$ cat config.mk
export PLATFORM = sky130hd
export DESIGN_NAME = fsr_bank
export DESIGN_NICKNAME = d
export VERILOG_FILES = /design/src/fsr_pkg.sv /design/src/fsr_bank.sv /design/src/fsr_nv_store.sv
export SDC_FILE = /design/constraint.sdc
export NUM_CORES = 1
export LEC_CHECK = 0
export BUFFER_PORTS_ARGS = -buffer_cell sky130_fd_sc_hd__buf_4
export CAP_MARGIN = 0
export CORE_MARGIN = 2
export CORE_UTILIZATION = 57
export CTS_BUF_LIST = sky130_fd_sc_hd__clkbuf_4
export DETAILED_ROUTE_END_ITERATION = 8
export GPL_ROUTABILITY_DRIVEN = 0
export GPL_TIMING_DRIVEN = 0
export PLACE_DENSITY_LB_ADDON = 0.05
export SYNTH_ARGS = -nofsm -noshare
export SYNTH_HDL_FRONTEND = slang
export SYNTH_SLANG_ARGS = --single-unit
$ cat constraint.sdc
create_clock -name i_clk -period 2.5 [get_ports i_clk]
set_input_delay 0.125 -clock i_clk [delete_from_list [all_inputs] [get_ports i_clk]]
set_output_delay 0.125 -clock i_clk [all_outputs]
set_load 0.02 [all_outputs]
$ cat src/fsr_pkg.sv
// constants and types shared by the flash status register bank
package fsr_pkg;

  // command codes seen on the serial line
  localparam logic [7:0] OP_WRITE_STATUS  = 8'h01;
  localparam logic [7:0] OP_WRITE_DISABLE = 8'h04;
  localparam logic [7:0] OP_READ_STATUS   = 8'h05;
  localparam logic [7:0] OP_WRITE_ENABLE  = 8'h06;
  localparam logic [7:0] OP_VOL_WRITE_EN  = 8'h50;
  localparam logic [7:0] OP_RESET_EN      = 8'h66;
  localparam logic [7:0] OP_SUSPEND       = 8'h75;
  localparam logic [7:0] OP_RESUME        = 8'h7A;
  localparam logic [7:0] OP_RESET         = 8'h99;

  // bit positions in the 24-bit status word
  localparam int BIT_BUSY    = 0;
  localparam int BIT_WEL     = 1;
  localparam int BP_LSB      = 2;
  localparam int BP_W        = 5;
  localparam int BIT_PSEL0   = 7;
  localparam int BIT_PSEL1   = 8;
  localparam int BIT_QUAD    = 9;
  localparam int BIT_PROGRAM_SUSPENDED_FLAG    = 10;
  localparam int LOCK_LSB    = 11;
  localparam int LOCK_W      = 3;
  localparam int BIT_CMP     = 14;
  localparam int BIT_ERASE_SUSPENDED_FLAG    = 15;
  localparam int BIT_ERR     = 19;
  localparam int DRV_LSB     = 21;
  localparam int DRV_W       = 2;
  localparam int BIT_PINSEL  = 23;

  // bits a status write may change, and the one-time lock bits among them
  localparam logic [23:0] WRITE_MASK = 24'hE07BFC;
  localparam logic [23:0] OTP_MASK   = 24'h003800;
  // value after reset: all zero except drive strength at 50 percent
  localparam logic [23:0] SR_RESET   = 24'h400000;

  // timing of an internal non-volatile status write
  localparam int CLK_PERIOD_NS = 100;
  localparam int NV_WRITE_NS   = 2000;
  localparam int NV_WRITE_CYC  = (NV_WRITE_NS + CLK_PERIOD_NS - 1) / CLK_PERIOD_NS;

  // serial frame states
  typedef enum logic [4:0]
  {
    ST_IDLE  = 5'b00001,
    ST_CMD   = 5'b00010,
    ST_READ  = 5'b00100,
    ST_WDATA = 5'b01000,
    ST_SKIP  = 5'b10000
  } fsr_state_e;

endpackage
$ cat src/fsr_bank.sv
// status register bank of a serial flash, reached over its serial pins
`timescale 1ns/1ps
`default_nettype none
// How it works
// - identical status write skips internal write
// - first register: busy, latch, protect bits
// - busy bit read-only, one while busy
// - busy set during program, erase, non-volatile register writes
// - while busy only status, reset, suspend
// - suspend accepted during running program or erase
// - busy clears on finish, pass or fail
// - only 06h sets latch; latch gates writes
// - volatile status write never alters the latch
// - latch clears on disable or write completion
// - 50h then 01h writes volatile copy
// - protect bits volatile and non-volatile, writable
// - read status returns the volatile copy
// - second register: select, quad, suspend, locks
// - quad enable read/write, enables quad data
// - program-suspended flag read-only, volatile
// - erase-suspended flag read-only, volatile
// - lock bits one-time, set blocks programming
// - bit 19 error flag, rest read-only reserved
// - bits 21-22 select output drive strength
// - bit 23 selects hold or reset pin
// - suspend sets flag, resume clears it
// - pin function only while quad is off
// - drive code 10 means 50 percent default
module fsr_bank
(
  // clock and reset
  input  wire logic       i_clk,
  input  wire logic       i_rst,
  // serial pins, asynchronous to i_clk
  input  wire logic       i_sck,
  input  wire logic       i_cs_n,
  input  wire logic       i_si,
  output var  logic       o_so,
  output logic            o_so_oe,
  // shared hold or reset pin
  input  wire logic       i_hold_rst_n,
  output logic            o_hold_active,
  output logic            o_pin_reset,
  // array engine, same clock
  input  wire logic       i_op_start,
  input  wire logic       i_op_erase,
  input  wire logic       i_op_done,
  input  wire logic       i_op_fail,
  output var  logic       o_cmd_valid,
  output var  logic [7:0] o_cmd_code,
  output var  logic       o_suspend,
  output var  logic       o_resume,
  output var  logic       o_abort,
  // state seen by the rest of the device
  output logic            o_busy,
  output logic            o_write_allowed,
  output logic [4:0]      o_block_protect,
  output logic            o_complement,
  output logic [2:0]      o_info_locks,
  output logic            o_quad_enable,
  output logic [1:0]      o_drive_strength
);

  // synchroniser stages; stage one feeds only stage two
  logic                 sck_s1_q, sck_s2_q, sck_s3_q;
  logic                 cs_s1_q, cs_s2_q, cs_s3_q;
  logic                 si_s1_q, si_s2_q;
  logic                 hr_s1_q, hr_s2_q;
  // frame decode
  fsr_pkg::fsr_state_e  st_q;
  logic [2:0]           bit_cnt_q;
  logic [7:0]           rx_q, op_q, tx_q, rx_byte;
  logic                 skip_q;
  logic [1:0]           rd_idx_q, rd_sel, wcnt_q;
  logic [23:0]          wbuf_q, merged, cand, rd_word, sr_q, pend_q, nv_rdata;
  // control state
  logic                 wel_q, vwe_q, rsten_q;
  logic                 nv_busy_q;
  logic [7:0]           nv_cnt_q;
  logic                 op_run_q, op_erase_q, program_suspended_flag_q, erase_suspended_flag_q, err_q;
  // combinational helpers
  logic                 sck_rise, sck_fall, cs_rise, hold_on, byte_done;
  logic                 busy, exec, ok, wr_go, same, nv_go, vol_go, nv_done;
  logic                 op_fin, pin_rst, soft_rst, local_op;

  // two flops on every pin, third only for edge finding
  always_ff @(posedge i_clk)
  begin
    sck_s1_q <= i_sck;
    sck_s2_q <= sck_s1_q;
    sck_s3_q <= sck_s2_q;
    cs_s1_q  <= i_cs_n;
    cs_s2_q  <= cs_s1_q;
    cs_s3_q  <= cs_s2_q;
    si_s1_q  <= i_si;
    si_s2_q  <= si_s1_q;
    hr_s1_q  <= i_hold_rst_n;
    hr_s2_q  <= hr_s1_q;
  end

  // edges; the link clock is slow enough to be oversampled
  assign sck_rise = sck_s2_q & ~sck_s3_q;
  assign sck_fall = ~sck_s2_q & sck_s3_q;
  assign cs_rise  = cs_s2_q & ~cs_s3_q;
  assign hold_on  = ~sr_q[fsr_pkg::BIT_QUAD] & ~sr_q[fsr_pkg::BIT_PINSEL] & ~hr_s2_q;
  assign pin_rst  = ~sr_q[fsr_pkg::BIT_QUAD] & sr_q[fsr_pkg::BIT_PINSEL] & ~hr_s2_q;
  assign rx_byte  = {rx_q[6:0], si_s2_q};
  assign byte_done = sck_rise & ~hold_on & ~cs_s2_q & (bit_cnt_q == 3'h7);

  assign busy = nv_busy_q | (op_run_q & ~program_suspended_flag_q & ~erase_suspended_flag_q);
  // commands act when the frame closes
  assign exec = cs_rise & ((st_q == fsr_pkg::ST_SKIP) | (st_q == fsr_pkg::ST_WDATA));
  assign ok = ~busy | (op_q == fsr_pkg::OP_SUSPEND) | (op_q == fsr_pkg::OP_RESET_EN)
              | (op_q == fsr_pkg::OP_RESET);
  assign op_fin   = op_run_q & ~program_suspended_flag_q & ~erase_suspended_flag_q & i_op_done;
  assign soft_rst = pin_rst | (exec & rsten_q & (op_q == fsr_pkg::OP_RESET));
  assign local_op = (op_q == fsr_pkg::OP_WRITE_ENABLE) | (op_q == fsr_pkg::OP_WRITE_DISABLE)
                  | (op_q == fsr_pkg::OP_VOL_WRITE_EN) | (op_q == fsr_pkg::OP_WRITE_STATUS)
                  | (op_q == fsr_pkg::OP_SUSPEND) | (op_q == fsr_pkg::OP_RESUME)
                  | (op_q == fsr_pkg::OP_RESET_EN) | (op_q == fsr_pkg::OP_RESET);

  // frame state and bit shifter
  always_ff @(posedge i_clk)
  begin
    if (i_rst | pin_rst)
    begin
      st_q      <= fsr_pkg::ST_IDLE;
      bit_cnt_q <= 3'h0;
      rx_q      <= 8'h00;
      op_q      <= 8'h00;
    end
    else if (cs_s2_q)
    begin
      // deselected: realign to a byte boundary
      st_q      <= fsr_pkg::ST_IDLE;
      bit_cnt_q <= 3'h0;
    end
    else
    begin
      // hold freezes the shifter without losing position
      if (sck_rise & ~hold_on)
      begin
        bit_cnt_q <= bit_cnt_q + 3'h1;
        rx_q      <= rx_byte;
      end
      case (st_q)
        fsr_pkg::ST_IDLE:
          st_q <= fsr_pkg::ST_CMD;
        fsr_pkg::ST_CMD:
          if (byte_done)
          begin
            op_q <= rx_byte;
            if (rx_byte == fsr_pkg::OP_READ_STATUS)
              st_q <= fsr_pkg::ST_READ;
            else if (rx_byte == fsr_pkg::OP_WRITE_STATUS)
              st_q <= fsr_pkg::ST_WDATA;
            else
              st_q <= fsr_pkg::ST_SKIP;
          end
        fsr_pkg::ST_READ, fsr_pkg::ST_WDATA, fsr_pkg::ST_SKIP:
          st_q <= st_q;
        default:
          st_q <= fsr_pkg::ST_IDLE;
      endcase
    end
  end

  // write data bytes, first byte to register one
  always_ff @(posedge i_clk)
  begin
    if (i_rst | cs_s2_q)
      wcnt_q <= 2'h0;
    else if (byte_done & (st_q == fsr_pkg::ST_WDATA) & (wcnt_q != 2'h3))
    begin
      wbuf_q[{wcnt_q, 3'b000} +: 8] <= rx_byte;
      wcnt_q <= wcnt_q + 2'h1;
    end
  end

  // bytes not sent keep their present value
  genvar g;
  generate
    for (g = 0; g < 3; g = g + 1)
    begin : g_merge
      assign merged[8*g +: 8] = (wcnt_q > 2'(g)) ? wbuf_q[8*g +: 8] : sr_q[8*g +: 8];
    end
  endgenerate

  // only writable bits; locks only set
  assign cand = (merged & fsr_pkg::WRITE_MASK) | (sr_q & fsr_pkg::OTP_MASK);
  assign same   = (cand == sr_q);
  assign wr_go  = exec & ~busy & (op_q == fsr_pkg::OP_WRITE_STATUS) & (wcnt_q != 2'h0);
  assign nv_go  = wr_go & wel_q & ~same;
  assign vol_go = wr_go & ~wel_q & vwe_q & ~same;
  assign nv_done = nv_busy_q & (nv_cnt_q == 8'h01);

  always_ff @(posedge i_clk)
  begin
    if (i_rst | soft_rst)
    begin
      nv_busy_q <= 1'h0;
      nv_cnt_q  <= 8'h00;
    end
    else if (nv_go)
    begin
      nv_busy_q <= 1'h1;
      nv_cnt_q  <= 8'(fsr_pkg::NV_WRITE_CYC);
      pend_q    <= cand;
    end
    else if (nv_busy_q)
    begin
      nv_busy_q <= ~nv_done;
      nv_cnt_q  <= nv_cnt_q - 8'h01;
    end
  end

  // non-volatile copy, written at the end of the cycle
  fsr_nv_store u_nv
  (
    .i_clk   (i_clk),
    .i_rst   (i_rst),
    .i_we    (nv_done),
    .i_wdata (pend_q),
    .o_rdata (nv_rdata)
  );

  // volatile copy; soft reset reloads from cells
  always_ff @(posedge i_clk)
  begin
    if (i_rst)
      sr_q <= fsr_pkg::SR_RESET;
    else if (soft_rst)
      sr_q <= nv_rdata;
    else if (nv_done)
      sr_q <= pend_q;
    else if (vol_go)
      sr_q <= cand;
  end

  always_ff @(posedge i_clk)
  begin
    if (i_rst | soft_rst)
      wel_q <= 1'h0;
    else if (nv_done | op_fin)
      wel_q <= 1'h0;
    else if (exec & ~busy & (op_q == fsr_pkg::OP_WRITE_ENABLE))
      wel_q <= 1'h1;
    else if (exec & ~busy & (op_q == fsr_pkg::OP_WRITE_DISABLE))
      wel_q <= 1'h0;
  end

  // one-shot enables, dropped by the next accepted command other than a status read
  always_ff @(posedge i_clk)
  begin
    if (i_rst | soft_rst)
    begin
      vwe_q   <= 1'h0;
      rsten_q <= 1'h0;
    end
    else if (exec & ok)
    begin
      vwe_q   <= (op_q == fsr_pkg::OP_VOL_WRITE_EN);
      rsten_q <= (op_q == fsr_pkg::OP_RESET_EN);
    end
  end

  // program or erase run, suspend flags and error flag
  always_ff @(posedge i_clk)
  begin
    if (i_rst | soft_rst)
    begin
      op_run_q   <= 1'h0;
      op_erase_q <= 1'h0;
      program_suspended_flag_q     <= 1'h0;
      erase_suspended_flag_q     <= 1'h0;
      err_q      <= 1'h0;
    end
    else
    begin
      // engine may start only with latch set
      if (i_op_start & wel_q & ~busy)
      begin
        op_run_q   <= 1'h1;
        op_erase_q <= i_op_erase;
      end
      else if (op_fin)
      begin
        op_run_q <= 1'h0;
        err_q    <= i_op_fail;
      end
      if (exec & (op_q == fsr_pkg::OP_SUSPEND) & op_run_q & ~program_suspended_flag_q & ~erase_suspended_flag_q)
      begin
        program_suspended_flag_q <= ~op_erase_q;
        erase_suspended_flag_q <= op_erase_q;
      end
      else if (exec & (op_q == fsr_pkg::OP_RESUME) & ok & (program_suspended_flag_q | erase_suspended_flag_q))
      begin
        program_suspended_flag_q <= 1'h0;
        erase_suspended_flag_q <= 1'h0;
      end
    end
  end

  // one-cycle notices to the array engine
  always_ff @(posedge i_clk)
  begin
    if (i_rst)
    begin
      o_cmd_valid <= 1'h0;
      o_cmd_code  <= 8'h00;
      o_suspend   <= 1'h0;
      o_resume    <= 1'h0;
      o_abort     <= 1'h0;
    end
    else
    begin
      o_cmd_valid <= exec & ~busy & ~local_op;
      o_cmd_code  <= op_q;
      o_suspend   <= exec & (op_q == fsr_pkg::OP_SUSPEND) & op_run_q & ~program_suspended_flag_q & ~erase_suspended_flag_q;
      o_resume    <= exec & (op_q == fsr_pkg::OP_RESUME) & ok & (program_suspended_flag_q | erase_suspended_flag_q);
      o_abort     <= soft_rst & (op_run_q | nv_busy_q);
    end
  end

  // status word layout, reserved read zero
  assign rd_word = {sr_q[23:21], 1'h0, err_q, 3'h0, erase_suspended_flag_q, sr_q[14:11], program_suspended_flag_q,
                    sr_q[9:2], wel_q, busy};

  // read shifter, msb first, one register a byte
  assign rd_sel = (st_q == fsr_pkg::ST_READ) ? rd_idx_q : 2'h0;
  always_ff @(posedge i_clk)
  begin
    if (i_rst | soft_rst)
    begin
      tx_q     <= 8'h00;
      skip_q   <= 1'h0;
      rd_idx_q <= 2'h0;
    end
    else if (byte_done & (((st_q == fsr_pkg::ST_CMD) & (rx_byte == fsr_pkg::OP_READ_STATUS))
                          | (st_q == fsr_pkg::ST_READ)))
    begin
      // loaded at the byte boundary so polling sees live busy
      tx_q     <= rd_word[{rd_sel, 3'b000} +: 8];
      rd_idx_q <= (rd_sel == 2'h2) ? 2'h0 : rd_sel + 2'h1;
      skip_q   <= 1'h1;
    end
    else if (sck_fall & ~hold_on & (st_q == fsr_pkg::ST_READ))
    begin
      // first falling edge after loading keeps the msb
      if (skip_q)
        skip_q <= 1'h0;
      else
        tx_q <= {tx_q[6:0], 1'h0};
    end
  end

  // pin and state outputs
  assign o_so             = tx_q[7];
  assign o_so_oe          = (st_q == fsr_pkg::ST_READ) & ~cs_s2_q & ~hold_on;
  assign o_hold_active    = hold_on;
  assign o_pin_reset      = pin_rst;
  assign o_busy           = busy;
  assign o_write_allowed  = wel_q & ~busy;
  assign o_block_protect  = sr_q[fsr_pkg::BP_LSB +: fsr_pkg::BP_W];
  assign o_complement     = sr_q[fsr_pkg::BIT_CMP];
  assign o_info_locks     = sr_q[fsr_pkg::LOCK_LSB +: fsr_pkg::LOCK_W];
  assign o_quad_enable    = sr_q[fsr_pkg::BIT_QUAD];
  assign o_drive_strength = sr_q[fsr_pkg::DRV_LSB +: fsr_pkg::DRV_W];
endmodule
`default_nettype wire

$ cat src/fsr_nv_store.sv
// non-volatile copy of the three status bytes
`timescale 1ns/1ps
`default_nettype none
module fsr_nv_store
(
  // clock and reset
  input  wire logic        i_clk,
  input  wire logic        i_rst,
  // write port, whole word at once
  input  wire logic        i_we,
  input  wire logic [23:0] i_wdata,
  // registered read of all bytes
  output var  logic [23:0] o_rdata
);

  // one cell per status byte
  logic [7:0] mem_q [0:2];

  genvar g;
  generate
    for (g = 0; g < 3; g = g + 1)
    begin : g_byte
      // reset stands in for factory contents
      always_ff @(posedge i_clk)
      begin
        if (i_rst)
          mem_q[g] <= fsr_pkg::SR_RESET[8*g +: 8];
        else if (i_we)
          mem_q[g] <= i_wdata[8*g +: 8];
      end
    end
  endgenerate

  // read data from a register, one cycle behind the cells
  always_ff @(posedge i_clk)
  begin
    if (i_rst)
      o_rdata <= fsr_pkg::SR_RESET;
    else
      o_rdata <= {mem_q[2], mem_q[1], mem_q[0]};
  end

endmodule
`default_nettype wire

# [Yosys cells after proc, flatten, opt, wreduce, memory -nomap -nowiden]
# Memory sizes are Yosys's and may differ from the RTL's. A register that Yosys moved wholly into a read port is not among the register bits.
# Index checks and enable logic that the tools add are counted.
[totals] register_bits=147 mem_bits_rw=24 inputBits=10 out_inout_bits=30 wordCells=218 memories=1
[memory_table] memory="u_nv.mem_q" depth=3 width=8 read_ports=3 rd_ports_with_merged_regs=3 wr=3 line_no="fsr_nv_store.sv:17" text="logic [7:0] mem_q [0:2];"
[op_classes] n_addsub=5 magnitude_cmp=3 eq_ne=22 shift=3 n_mux=37 bitwise_logic=92 n_reduce_logical=18
[op_table] op="$mux W24" count=3
[op_table] op="$mux W8" count=8
[op_table] op="$and A1 B1 Y1" count=48
[op_table] op="$eq A8 B7 Y1 const B" count=4
[op_table] op="$mux W5" count=5
[op_table] op="$bwmux W24" count=1
[op_table] op="$eq A24 B24 Y1" count=1
[op_table] op="$eq A8 B1 Y1 const B" count=3
[op_table] op="$eq A8 B3 Y1 const B" count=3
[op_table] op="$or A24 B14 Y24" count=1
[op_table] op="$shift A8 B7 Y24 const A" count=1
[op_table] op="$shiftx A24 B6 Y8" count=1
[op_table] op="$shiftx A8 B7 Y24" count=1
[op_table] op="$or A1 B1 Y1" count=23
[op_table] op="$not A1 Y1" count=20
[op_table] op="$mux W1" count=16
[op_table] op="$pmux W5 S3" count=1
[op_table] op="$reduce_and A2 Y1" count=6
[op_table] op="$reduce_bool A2 Y1" count=6
[op_table] op="$eq A8 B8 Y1 const B" count=1
[op_table] op="$sub A8 B1 Y8 const B" count=1
[op_table] op="$mux W7" count=1
[op_table] op="$neg A5 Y7" count=1
[op_table] op="$reduce_or A2 Y1" count=3
[op_table] op="17 further kinds" count=21

# [Depth between registers and ports, before layout]
# Gate-level depths: netlist of run 1.
[logic_depth] depth_word=14 depth_mapped=9 mapped_depth_nobuf=8

# [Hierarchy]
# From an unflattened synthesis of run 1, not the netlist that was laid out.
[hier_totals] cells_unflattened=703 area_unflattened_um2=7696.1
[by_module_without_submodules] mod="fsr_bank" instances=1 cells_each=599 area_per_inst_um2=6087.1 seq_area_each_um2=2882.8
[by_module_without_submodules] mod="fsr_nv_store" instances=1 cells_each=104 area_per_inst_um2=1609.0 seq_area_each_um2=1201.2

# [Worst setup path after synthesis of run 1]
# Ideal clock, no wire load.
[synth_path] path_type="register to register" from="register sr_q[9]" to="register wbuf_q[2], enable pin" setup_ps=350 arrival_time_ps=2242 required_ps=2150 slack_ps=-92 path_stages_with_launch=8 n_path_buf=1 synth_period_minus_slack_ps=2592 path_cell_list="dfxtp_1 nor3_2 nor4b_4 buf_6 nand2_1 or3_4 or3_1 nor2_1"
[synth_via] elab_chain_cells=10
[synth_lines] item="from (decl)" line_no="fsr_bank.sv:75" text="logic [23:0] wbuf_q, merged, cand, rd_word, sr_q, pend_q, nv_rdata;"
[synth_lines] item="from (signal assigned)" line_no="fsr_bank.sv:231" text="sr_q <= fsr_pkg::SR_RESET;"
[synth_lines] item="from (signal assigned)" line_no="fsr_bank.sv:233" text="sr_q <= nv_rdata;"
[synth_lines] item="from (signal assigned)" line_no="fsr_bank.sv:235" text="sr_q <= pend_q;"
[synth_lines] item="$not A1 Y1" line_no="fsr_bank.sv:105" text="assign hold_on = ~sr_q[fsr_pkg::BIT_QUAD] & ~sr_q[fsr_pkg::BIT_PINSEL] & ~hr_s2_q;"
[synth_lines] item="$and A1 B1 Y1 (2 in series)" line_no="fsr_bank.sv:105"
[synth_lines] item="net o_hold_active" line_no="fsr_bank.sv:42" text="output logic o_hold_active,"
[synth_lines] item="$not A1 Y1" line_no="fsr_bank.sv:108" text="assign byte_done = sck_rise & ~hold_on & ~cs_s2_q & (bit_cnt_q == 3'h7);"
[synth_lines] item="$and A1 B1 Y1 (3 in series)" line_no="fsr_bank.sv:108"
[synth_lines] item="$and A1 B1 Y1 (2 in series)" line_no="fsr_bank.sv:173" text="else if (byte_done & (st_q == fsr_pkg::ST_WDATA) & (wcnt_q != 2'h3))"
[synth_lines] item="$reduce_and A2 Y1 (no line)"
[synth_lines] item="to (signal, indexed assignment)" line_no="fsr_bank.sv:175" text="wbuf_q[{wcnt_q, 3'b000} +: 8] <= rx_byte;"
[synth_lines] item="to (decl)" line_no="fsr_bank.sv:75"
# The timed path passes the listed nets, and every way through them passes these cells.
# A chain may end at the register's enable or synchronous reset.

# [Final worst setup path of run 1]
[layout_path] from="register op_q[4]" to="register pend_q[23], enable pin"
[layout_via] elab_chain_cells=6 elab_cells_between_ends=11 cone_classes="eq/ne (2); bitwise (8); reduce/logical (1)"
[layout_lines] item="from (decl)" line_no="fsr_bank.sv:72" text="logic [7:0] rx_q, op_q, tx_q, rx_byte;"
[layout_lines] item="from (signal assigned)" line_no="fsr_bank.sv:152" text="op_q <= rx_byte;"
[layout_lines] item="$eq A8 B1 Y1 or $eq A8 B8 Y1 (tied branches)" line_no="fsr_bank.sv:192, fsr_bank.sv:116"
[layout_lines] item="$and A1 B1 Y1, on equally long branches" line_no="fsr_bank.sv:192, fsr_bank.sv:116"
[layout_lines] item="$and A1 B1 Y1 or $or A1 B1 Y1 (tied branches)" line_no="fsr_bank.sv:192, fsr_bank.sv:116"
[layout_lines] item="$and A1 B1 Y1 or $or A1 B1 Y1 (tied branches)" line_no="fsr_bank.sv:193, fsr_bank.sv:199"
[layout_lines] item="$and A1 B1 Y1 or $not A1 Y1 (tied branches)"
[layout_lines] item="$reduce_and A2 Y1 (no line) (*)"
[layout_lines] item="to (signal assigned)" line_no="fsr_bank.sv:208" text="pend_q <= cand;"
[layout_lines] item="to (decl)" line_no="fsr_bank.sv:75"
# Every way passes the cells marked *; elsewhere a longest branch is shown, timed or not.

==> results.toml, run 1 <==
[sta]
tightest_slew_ns = 0.7946
holdWs_ns = 0.2001
fmax_mhz = 414.3
maxSlewViolCount = 0
finClkSkew_ns = 0.01800
layout_min_cycle_time_ns = 2.414
hold_violations = 0
slew_headroom_pct = 47.03
fin_crit_sh_pct = 96.56
setup_viol = 0

[worst_setup_path]
r2r_end = "pend_q[23]$_DFFE_PP_"
ff2ff_path_depth = 6
crit_path_start_kind = "flop"
worst-path-max-fanout = 7
critPathLaunch = "op_q[4]$_SDFFE_PP0P_"
crit_arrival_ns = 2.71
r2r_slack_ns = 0.09
crit_type = "reg -> reg"
path_cells = "or4_4, nor4_4, and4bb_2, o311ai_4, nor2_4, clkbuf_16"
cpMaxStageDelayCell = "or4_4"
cp-end-kind = "flop"
reg2reg_from = "op_q[4]$_SDFFE_PP0P_"
required_ns = 2.79
max_stage_delay_ns = 0.55

[drt]
vias = 5030
dr.pass1.iters = 4
first_iter_violations = 372
drt-wirelength-per-cell_um = 18.63
vias_per_cell = 5.802
antenna_left = 0
routed_wl_mm = 16.15
drc_errors = 0

[placement]
post_dp_cell_area_sq_mm = 0.007335
placed_cells = 823
dp_hpwl_mm = 11.58
io_buffers = 38

[pwr]
p_leak_uw = 0.003174
irDropWorstVdd_uv = 521.1
finalPower_uw = 4388
pwr_density_cell_mw_per_mm2 = 555.8

[synthesis]
synth_edf_count = 45
ys_types = 68
ys_ff_latch = 150
netlist_instances = 638
syn-num-nets = 658
async_reset_ff_share_pct = 0
synth_ff_type = "dfxtp_1"
syn_avg_cell_area_sq_um = 10.76
yosysSeqAreaShare_pct = 50.32
yosys_warnings = 0
netlist_area_sq_mm = 0.006863

[finish]
layout_commonest_cell = "dfxtp_1"
synthToLayoutAreaGrowth_pct = 15.04
final_util_pct = 66.56
n_fill_cell = 982
layout-drive-gt1-share_pct = 22.78
layout_common_cells = "100 x dfxtp_1, 51 x buf_4, 45 x edfxtp_1, 41 x nor2_1, 38 x mux2i_1"
antenna_cells = 0
final_area_sq_mm = 0.007895
final_net_count = 727
stdcell_count = 867

[global_routing]
grt_pass1_vias = 4773
gr-total-overflow = 0
grt_use_total_pct = 26.18
grt_max_degree = 17
antenna_found_initial = 0
grt_pass1_wl_mm = 25.71

[clock_tree]
cts-root-buf = "clkbuf_4"
cts.path.max_buffers = 2
worst_skew_pair.late_latency_ns = 0.57
clock-sinks = 150
cts_tree = "done"
cts-buffers-inserted = 17
cts.clk_slew.worst_paths_ns = 0.12
htreeDepth = 4

[hold_path]
hold_end = "hr_s1_q$_DFF_P_"
holdPathStages = 2
hold_path.class = "in -> reg"
min-delay-start = "i_hold_rst_n"

[die]
fp.dieW_um = 113.7
floorplan.initialDensity_pct = 57.86
ios = 40
placementRows = 40
die_h_um = 113.7
core_area_sq_mm = 0.01186
dieArea_sq_mm = 0.01293

[job]
cap_violations = 0

[status]
outcome = "finished, final reports clean"
## cell usage after synthesis (4+ instances only)
cell type / count / area share (%)
dfxtp_1: 105 / 31
edfxtp_1: 45 / 20
nor2_1: 45 / 2.5
mux2i_1: 38 / 5.5
and2_1: 34 / 3.1
nor2b_1: 33 / 3.0
a21oi_1: 31 / 2.3
nand2_1: 28 / 1.5
mux2_2: 25 / 4.1
clkbuf_1: 18 / 0.98
inv_1: 18 / 0.98
o21ai_0: 16 / 1.2
xnor2_1: 14 / 1.8
nor3_1: 12 / 0.88
buf_4: 11 / 1.2
o311a_1: 11 / 1.6
ha_1: 10 / 1.8
nand3_1: 10 / 0.73
nand2b_1: 9 / 0.82
xor2_1: 9 / 1.1
nor3b_1: 8 / 0.88
a211oi_1: 7 / 0.77
buf_2: 7 / 0.51
nand4_1: 7 / 0.64
nor3_2: 7 / 1.0
nor4_1: 7 / 0.64
o21ai_1: 7 / 0.51
or3_1: 5 / 0.46
a221o_1: 4 / 0.58
## final cells by class
cell class | count | area (sq um) | area share (%)
Timing Repair Buffer | 52 | 445.4 | 5.642
Inverter | 18 | 67.56 | 0.8558
Multi-Input combinational cell | 427 | 3159 | 40.02
Buffer | 41 | 246.5 | 3.122
Tap cell | 147 | 183.9 | 2.330
Sequential cell | 150 | 3465 | 43.88
Clock buffer | 19 | 142.6 | 1.807
Clock inverter | 13 | 185.2 | 2.345
## worst max-delay path: cells and delay by family, from the launching register on
kind	cells	cell delay, ns
AO/OA/AOI/OAI	1	0.13
AND/OR/NAND/NOR	4	1.45
flip-flops	1	0.38
buffers and inverters	1	0.20
## stage by stage
stage / TNS (ns) / setup WS [ns]
2_1_floorplan: -1.106 / -0.09218
3_3_place_gp: -14.36 / -0.4500
3_5_place_dp: -16.01 / -0.4707
4_1_cts: 0 / 0.006934
5_1_grt: -0.06503 / -0.009907
6_report: 0 / 0.08611
## repair_timing
| action | in CTS | in global routing |
|---|---|---|
| buffers inserted | 1 | 2 |
| hold endpoints to repair | 8 | 1 |
| cloned | 0 | 1 |
| hold buffers | 9 | 1 |
| gates resized for setup | 15 | 16 |
| pin swaps | 1 | 5 |
| setup endpoints to repair | 69 | 58 |
## layer usage
metal	GRT usage [%]	wire length (um)	up-vias
met2	41.44	7553	128
met3	6.164	724	14
met1	36.42	7679	2469
li1	-	-	2419
met5	0	0	-
met4	6.992	193	0
## power by group
| group | total [uW] | leakage [uW] | internal [uW] | switching, uW |
|---|---|---|---|---|
| Combinational | 114 | 0.00172 | 46.4 | 67.7 |
| Clock | 1730 | 0.000177 | 896 | 834 |
| Sequential | 2540 | 0.00127 | 2530 | 18.7 |
## registers in the layout, indices dropped and copies added, names as in the netlist, 2 cells and up
signal,flops
op_q,8
sr_q,15
u_nv.o_rdata,15
tx_q,8
wbuf_q,15
wcnt_q,2
nv_cnt_q,8
u_nv.mem_q,15
bit_cnt_q,3
pend_q,15
st_q,5
rx_q,7
rd_idx_q,2
o_cmd_code,8
## worst max path at each step
stage,endpoint,slack [ns],cells past startpoint
final,pend_q[23]$_DFFE_PP_,0.09,6
after global routing,pend_q[8]$_DFFE_PP_,-0.01,6
after CTS,u_nv.mem_q[0][3]$_SDFFCE_PN0P_,0.007,6
after detailed placement,pend_q[7]$_DFFE_PP_,-0.47,6
after global placement,pend_q[4]$_DFFE_PP_,-0.45,6
after floorplan,wbuf_q[2]$_DFFE_PP_,-0.09,7
## logic make-up after synthesis
family / count (synthesis) / synth area share, %
compound gates: 100 / 10.36
xor+xnor: 23 / 2.935
fa+ha+maj: 10 / 1.823
buf+inv: 61 / 4.558
flops: 150 / 50.32
mux: 63 / 9.644
simple gates: 231 / 20.36
No activity file was read; power rests on OpenSTA's default activity.
==> run 2: changes to the inputs <==
SYNTH_HIERARCHICAL = 1   (was not set)
==> run 2 against run 1 <==
Effect of this change: maximum frequency is 2.6% lower; count of clock-buffer cells in the layout stayed put; die area is 12% higher; cell area is 15% higher; combinational power is 22% higher; sequential share of layout area is 1.4 points higher; worst setup slack worse by 0.064 ns; critical path depth is 4 higher.
==> results.toml, run 2 <==
[worst_setup_path]
crit_arrival_ns = 2.95
critical_path.top_delay_family = "simple AND/OR/NAND/NOR gates"
crit_top_cell = "and3_1"
path_cells = "clkinvlp_4, ha_4, nor4b_4, and3_1, and4_4, o41ai_4, buf_4, and3_1, buf_2, a22o_1"
cp-end-kind = "flop"
max_stage_delay_ns = 0.42
worst-path-max-fanout = 9
cpMaxStageDelayCell = "dfxtp_4"
path_buf_inv = 3
crit_type = "reg -> reg"
crit_path_start_kind = "flop"
required_ns = 2.97

[sta]
setup_viol = 0
tightest_slew_ns = 0.7631
layout_min_cycle_time_ns = 2.478
fin_crit_sh_pct = 99.11
final.setup.tns_ns = 0
finClkSkew_ns = 0.02555
maxSlewViolCount = 0
slew_headroom_pct = 48.89
fmax_mhz = 403.6
rsz0062_at_grt = "yes"
hold_violations = 0

[die]
dieArea_sq_mm = 0.01445
placementRows = 42
fp.dieW_um = 120.2
core_area_sq_mm = 0.01319
ios = 40
die_h_um = 120.2
floorplan.initialDensity_pct = 58.35

[drt]
drc_errors = 0
wl_met1_mm = 8.540
drt-wirelength-per-cell_um = 18.78
routed_wl_mm = 18.51
top_layer_used = "met4"
wl_met3_mm = 1.100
first_iter_violations = 611
vias = 5714
antenna_left = 0
dr.pass1.iters = 7
wl_met2_mm = 8.497
vias_per_cell = 5.795

[clock_tree]
cts.path.max_buffers = 2
clock-sinks = 177
worst_skew_pair.late_latency_ns = 0.58
cts-buffers-inserted = 17
cts.clk_slew.worst_paths_ns = 0.13
cts_tree = "done"
htreeDepth = 4
cts-root-buf = "clkbuf_4"

[status]
outcome = "finished, final reports clean"

[global_routing]
grt_pass1_wl_mm = 29.06
grt_use_total_pct = 26.07
grt_max_degree = 25
antenna_found_initial = 0
gr-total-overflow = 0
grt_pass1_vias = 5551

[finish]
layout_commonest_cell = "dfxtp_1"
antenna_cells = 0
synthToLayoutAreaGrowth_pct = 17.69
top_regs = "sr_q (24), u_nv/mem_q (24), u_nv/o_rdata (24)"
final_area_sq_mm = 0.009057
stdcell_count = 986
layout_common_cells = "116 x dfxtp_1, 67 x buf_4, 54 x edfxtp_1, 50 x nor2_1, 38 x mux2_2"
layout-drive-gt1-share_pct = 26.30
n_fill_cell = 1025
final_net_count = 817

[hold_path]
hold_path.class = "in -> reg"

[synthesis]
netlist_instances = 703
synth_edf_count = 54
synth_ff_type = "dfxtp_1"
yosysMostFrequentCell = "dfxtp_1"
synth.area.top_cells = "dfxtp_1 32%, edfxtp_1 21%, mux2_2 5.6%"
netlist_area_sq_mm = 0.007696
ys_top_cells_by_count = "123 x dfxtp_1, 54 x edfxtp_1, 53 x nor2_1"
yosysSeqAreaShare_pct = 53.06
yosys_warnings = 6
synth_largest_area_cell = "dfxtp_1"
ys_types = 72
ys_ff_latch = 177
synth_top_cell_area_share_pct = 31.99
async_reset_ff_share_pct = 0
syn_avg_cell_area_sq_um = 10.95

[pwr]
pwr_density_cell_mw_per_mm2 = 550.5
p_leak_uw = 0.003630
irDropWorstVdd_uv = 526.1

[placement]
io_buffers = 39
placed_cells = 926
dp_hpwl_mm = 12.82
post_dp_cell_area_sq_mm = 0.008243

[job]
cap_violations = 0
==> run 2: cell types whose count changed in the layout (fill, tap and decap cells not counted), sizes merged, moves of 12 or more <==
cell    change
mux2       +14
and3b      +21
dfxtp      +18
and2       -13
mux2i      -15
o311a      -12
buf        +25
a311oi     +14
==> run 2: metrics by stage <==
stage          worst slack, ns  hold WS (ns)  utilization, %  power (uW)
3_3_place_gp           -0.4922        0.2312           62.49        3177
4_1_cts               0.003839        0.1468           67.04        4998
5_1_grt               -0.05837        0.1635           68.67        5131
2_1_floorplan         0.009875        0.1527               -        3134
3_5_place_dp           -0.5706        0.2310           62.49        3183
6_report               0.02216        0.1825           68.67        4987
==> run 2: final timing paths <==
path	startpoint	to	slack, ns	cells after the start
setup reg to reg	wcnt_q[0]$_SDFFE_PN0N_	sr_q[0]$_SDFFE_PP0P_	0.02	10
setup / recovery	wcnt_q[0]$_SDFFE_PN0N_	sr_q[0]$_SDFFE_PP0P_	0.02	10
hold / removal	i_cs_n	cs_s1_q$_DFF_P_	0.18	2
hold reg to reg	hr_s1_q$_DFF_P_	hr_s2_q$_DFF_P_	0.34	0
==> run 2: cell type report <==
class | count | area [sq um] | share of cell area, %
buffer | 49 | 315.3 | 3.481
clock buffer | 19 | 142.6 | 1.575
clock inverter | 13 | 190.2 | 2.100
inverter | 22 | 86.33 | 0.9532
multi-input combinational | 462 | 3455 | 38.14
sequential | 177 | 4100 | 45.27
tap | 176 | 220.2 | 2.431
timing repair buffer | 68 | 548.0 | 6.051
==> run 2: logic make-up after synthesis <==
group	count (synthesis)	synth area share [%]
AO/OA/AOI/OAI	115	10.76
XOR/XNOR	15	1.707
adder cells (fa/ha/maj)	10	1.626
buffers and inverters	72	4.796
flip-flops	177	53.06
multiplexers	62	8.746
other	1	0.04873
AND/OR/NAND/NOR	251	19.25
==> run 2: power by group <==
part	internal [uW]	total (uW)	leakage (uW)	switching, uW
combinational	58.8	139	0.00194	80.2
sequential	2980	3000	0.00151	17.2
clock	901	1850	0.000179	950
==> run 2: timing repair <==
item | in CTS | in global routing
setup buffers | 4 | 12
endpoints found under the setup margin | 95 | 91
gates cloned | 0 | 2
endpoints found under the hold margin | 9 | 0
pin swaps | 3 | 15
hold buffers | 11 | 0
gates resized for setup | 31 | 40
==> run 2: routing by layer <==
layer	GRT usage [%]	vias up
met1	36.82	2763
met4	8.235	0
met3	5.613	29
li1	-	2707
met2	40.27	215
met5	0	-
==> run 2: worst reg2reg max path, delay by kind of cell, from the launching register on <==
kind | cells | cell delay, ns
simple gates | 4 | 0.90
buf+inv | 3 | 0.51
flops | 1 | 0.42
compound gates | 2 | 0.32
fa+ha+maj | 1 | 0.22
==> run 3: changes to the inputs <==
CORE_UTILIZATION = 60   (was 57)
clock period = 3.2 ns   (was 2.5 ns; I/O delays follow)
==> run 3 against run 2 <==
Effect of this change: cell area fell by 4.6%; first-iteration DRC count is 23% lower; critical endpoint is now wbuf_q[9]$_DFFE_PP_; utilization is 0.053 points higher; worst setup slack better by 0.21 ns; largest cell class unchanged; via count decreased by 1.3%.
==> results.toml, run 3 (synthesized netlist as in run 2, its figures left out) <==
[drt]
routed_wl_mm = 17.52
dr.pass1.iters = 7
antenna_left = 0
first_iter_violations = 473
vias_per_cell = 5.844
vias = 5639
drc_errors = 0
drt-wirelength-per-cell_um = 18.15

[clock_tree]
cts-buffers-inserted = 17
htreeDepth = 4
clock-sinks = 177
cts_tree = "done"
postCtsSetupBuffers = 0
worst_skew_pair.late_latency_ns = 0.60
cts-root-buf = "clkbuf_4"
cts.clk_slew.worst_paths_ns = 0.14
cts.path.max_buffers = 2

[worst_setup_path]
worst-path-max-fanout = 10
cp-end-kind = "flop"
crit_path_start_kind = "flop"
crit_type = "reg -> reg"
required_ns = 3.49
crit_arrival_ns = 3.25

[global_routing]
antenna_found_initial = 1
grt_use_total_pct = 27.47
grt_pass1_vias = 5491
gr-total-overflow = 0
grt_pass1_wl_mm = 28.03
grt_max_degree = 25

[die]
placementRows = 41
ios = 40
core_area_sq_mm = 0.01257
fp.dieW_um = 117.3
floorplan.initialDensity_pct = 61.23
die_h_um = 117.3
dieArea_sq_mm = 0.01375

[finish]
final_area_sq_mm = 0.008637
stdcell_count = 965
layout-drive-gt1-share_pct = 19.95
layout_common_cells = "123 x dfxtp_1, 54 x edfxtp_1, 52 x nor2_1, 51 x buf_4, 38 x mux2_2"
synthToLayoutAreaGrowth_pct = 12.23
final_net_count = 799
top_regs = "sr_q (24), u_nv/mem_q (24), u_nv/o_rdata (24)"
layout_commonest_cell = "dfxtp_1"

[pwr]
irDropWorstVdd_uv = 387.3
p_leak_uw = 0.003419
pwr_density_cell_mw_per_mm2 = 429.0

[status]
outcome = "finished, final reports clean"

[sta]
fmax_mhz = 337.2
finClkSkew_ns = 0.02355
hold_violations = 0
tightest_slew_ns = 0.8232
rsz0062_at_grt = "no"
slew_headroom_pct = 44.86
maxSlewViolCount = 0
setup_viol = 0
layout_min_cycle_time_ns = 2.966
fin_crit_sh_pct = 92.67

[placement]
post_dp_cell_area_sq_mm = 0.008234
dp_hpwl_mm = 12.73
io_buffers = 39
placed_cells = 922

[hold_path]
hold_path.class = "in -> reg"

[job]
cap_violations = 0
-- run 3: cell types whose count changed in the layout (fill, tap and decap cells not counted), sizes merged --
cell,change
buf,-22
clkinvlp,+5
clkinv,-4
inv,+4
bufinv,-3
clkbuf,+2
diode,+1
-- run 3: final timing paths --
check	from	slack (ns)	to	cells past startpoint
setup / recovery	sr_q[9]$_SDFFE_PP0P_	0.23	wbuf_q[9]$_DFFE_PP_	7
hold / removal	i_si	0.20	si_s1_q$_DFF_P_	2
setup reg to reg	sr_q[9]$_SDFFE_PP0P_	0.23	wbuf_q[9]$_DFFE_PP_	7
hold reg to reg	cs_s1_q$_DFF_P_	0.35	cs_s2_q$_DFF_P_	0
-- run 3: worst max-delay path: stages, from the launching register on --
cell and delay [ns]:
dfxtp_1 0.53, nor3_1 0.18, nor4b_1 0.30, buf_4 0.26, nand2_1 0.15, or4_1 0.58
nor3_1 0.29, and2_1 0.36
-- run 3: repair_timing --
item	CTS	global route
endpoints found under the hold margin	9	0
endpoints found under the setup margin	15	15
gates resized for setup	1	1
hold buffers	11	0
-- run 3: stage by stage --
stage                     setup WS [ns]  util (%)  hold WS, ns  setup TNS [ns]  total power [uW]
final                            0.2345     68.72       0.2043               0              3705
after global routing            0.08348     68.72       0.1697               0              3835
after CTS                       0.08306     68.69       0.1675               0              3732
after detailed placement        -0.2345     65.52       0.2655          -3.499              2487
after global placement          -0.1947     65.52       0.2650          -2.900              2482
after floorplan                  0.4385         -       0.1877               0              2449
-- run 3: power by group --
part / switching [uW] / internal [uW]
Combinational: 61.0 / 42.5
Clock: 791 / 469
Sequential: 12.1 / 2330
Total: 864 / 2840
-- run 3: final cells by class --
type / instances / area (sq um)
Sequential cell: 177 / 4084
Fill cell: 982 / 3931
Multi-Input combinational cell: 462 / 3281
Timing Repair Buffer: 50 / 402.9
Buffer: 49 / 282.8
Tap cell: 172 / 215.2
Clock inverter: 15 / 158.9
Clock buffer: 17 / 127.6
Inverter: 22 / 82.58
Antenna cell: 1 / 2.502
-- run 3: per-layer routing --
metal	vias up	part of all wire (%)	global-route usage (%)
met5	-	0	0
met4	0	2.4	11.06
met3	35	6.2	7.364
met2	182	46	42.45
met1	2750	45	36.86
li1	2672	-	-
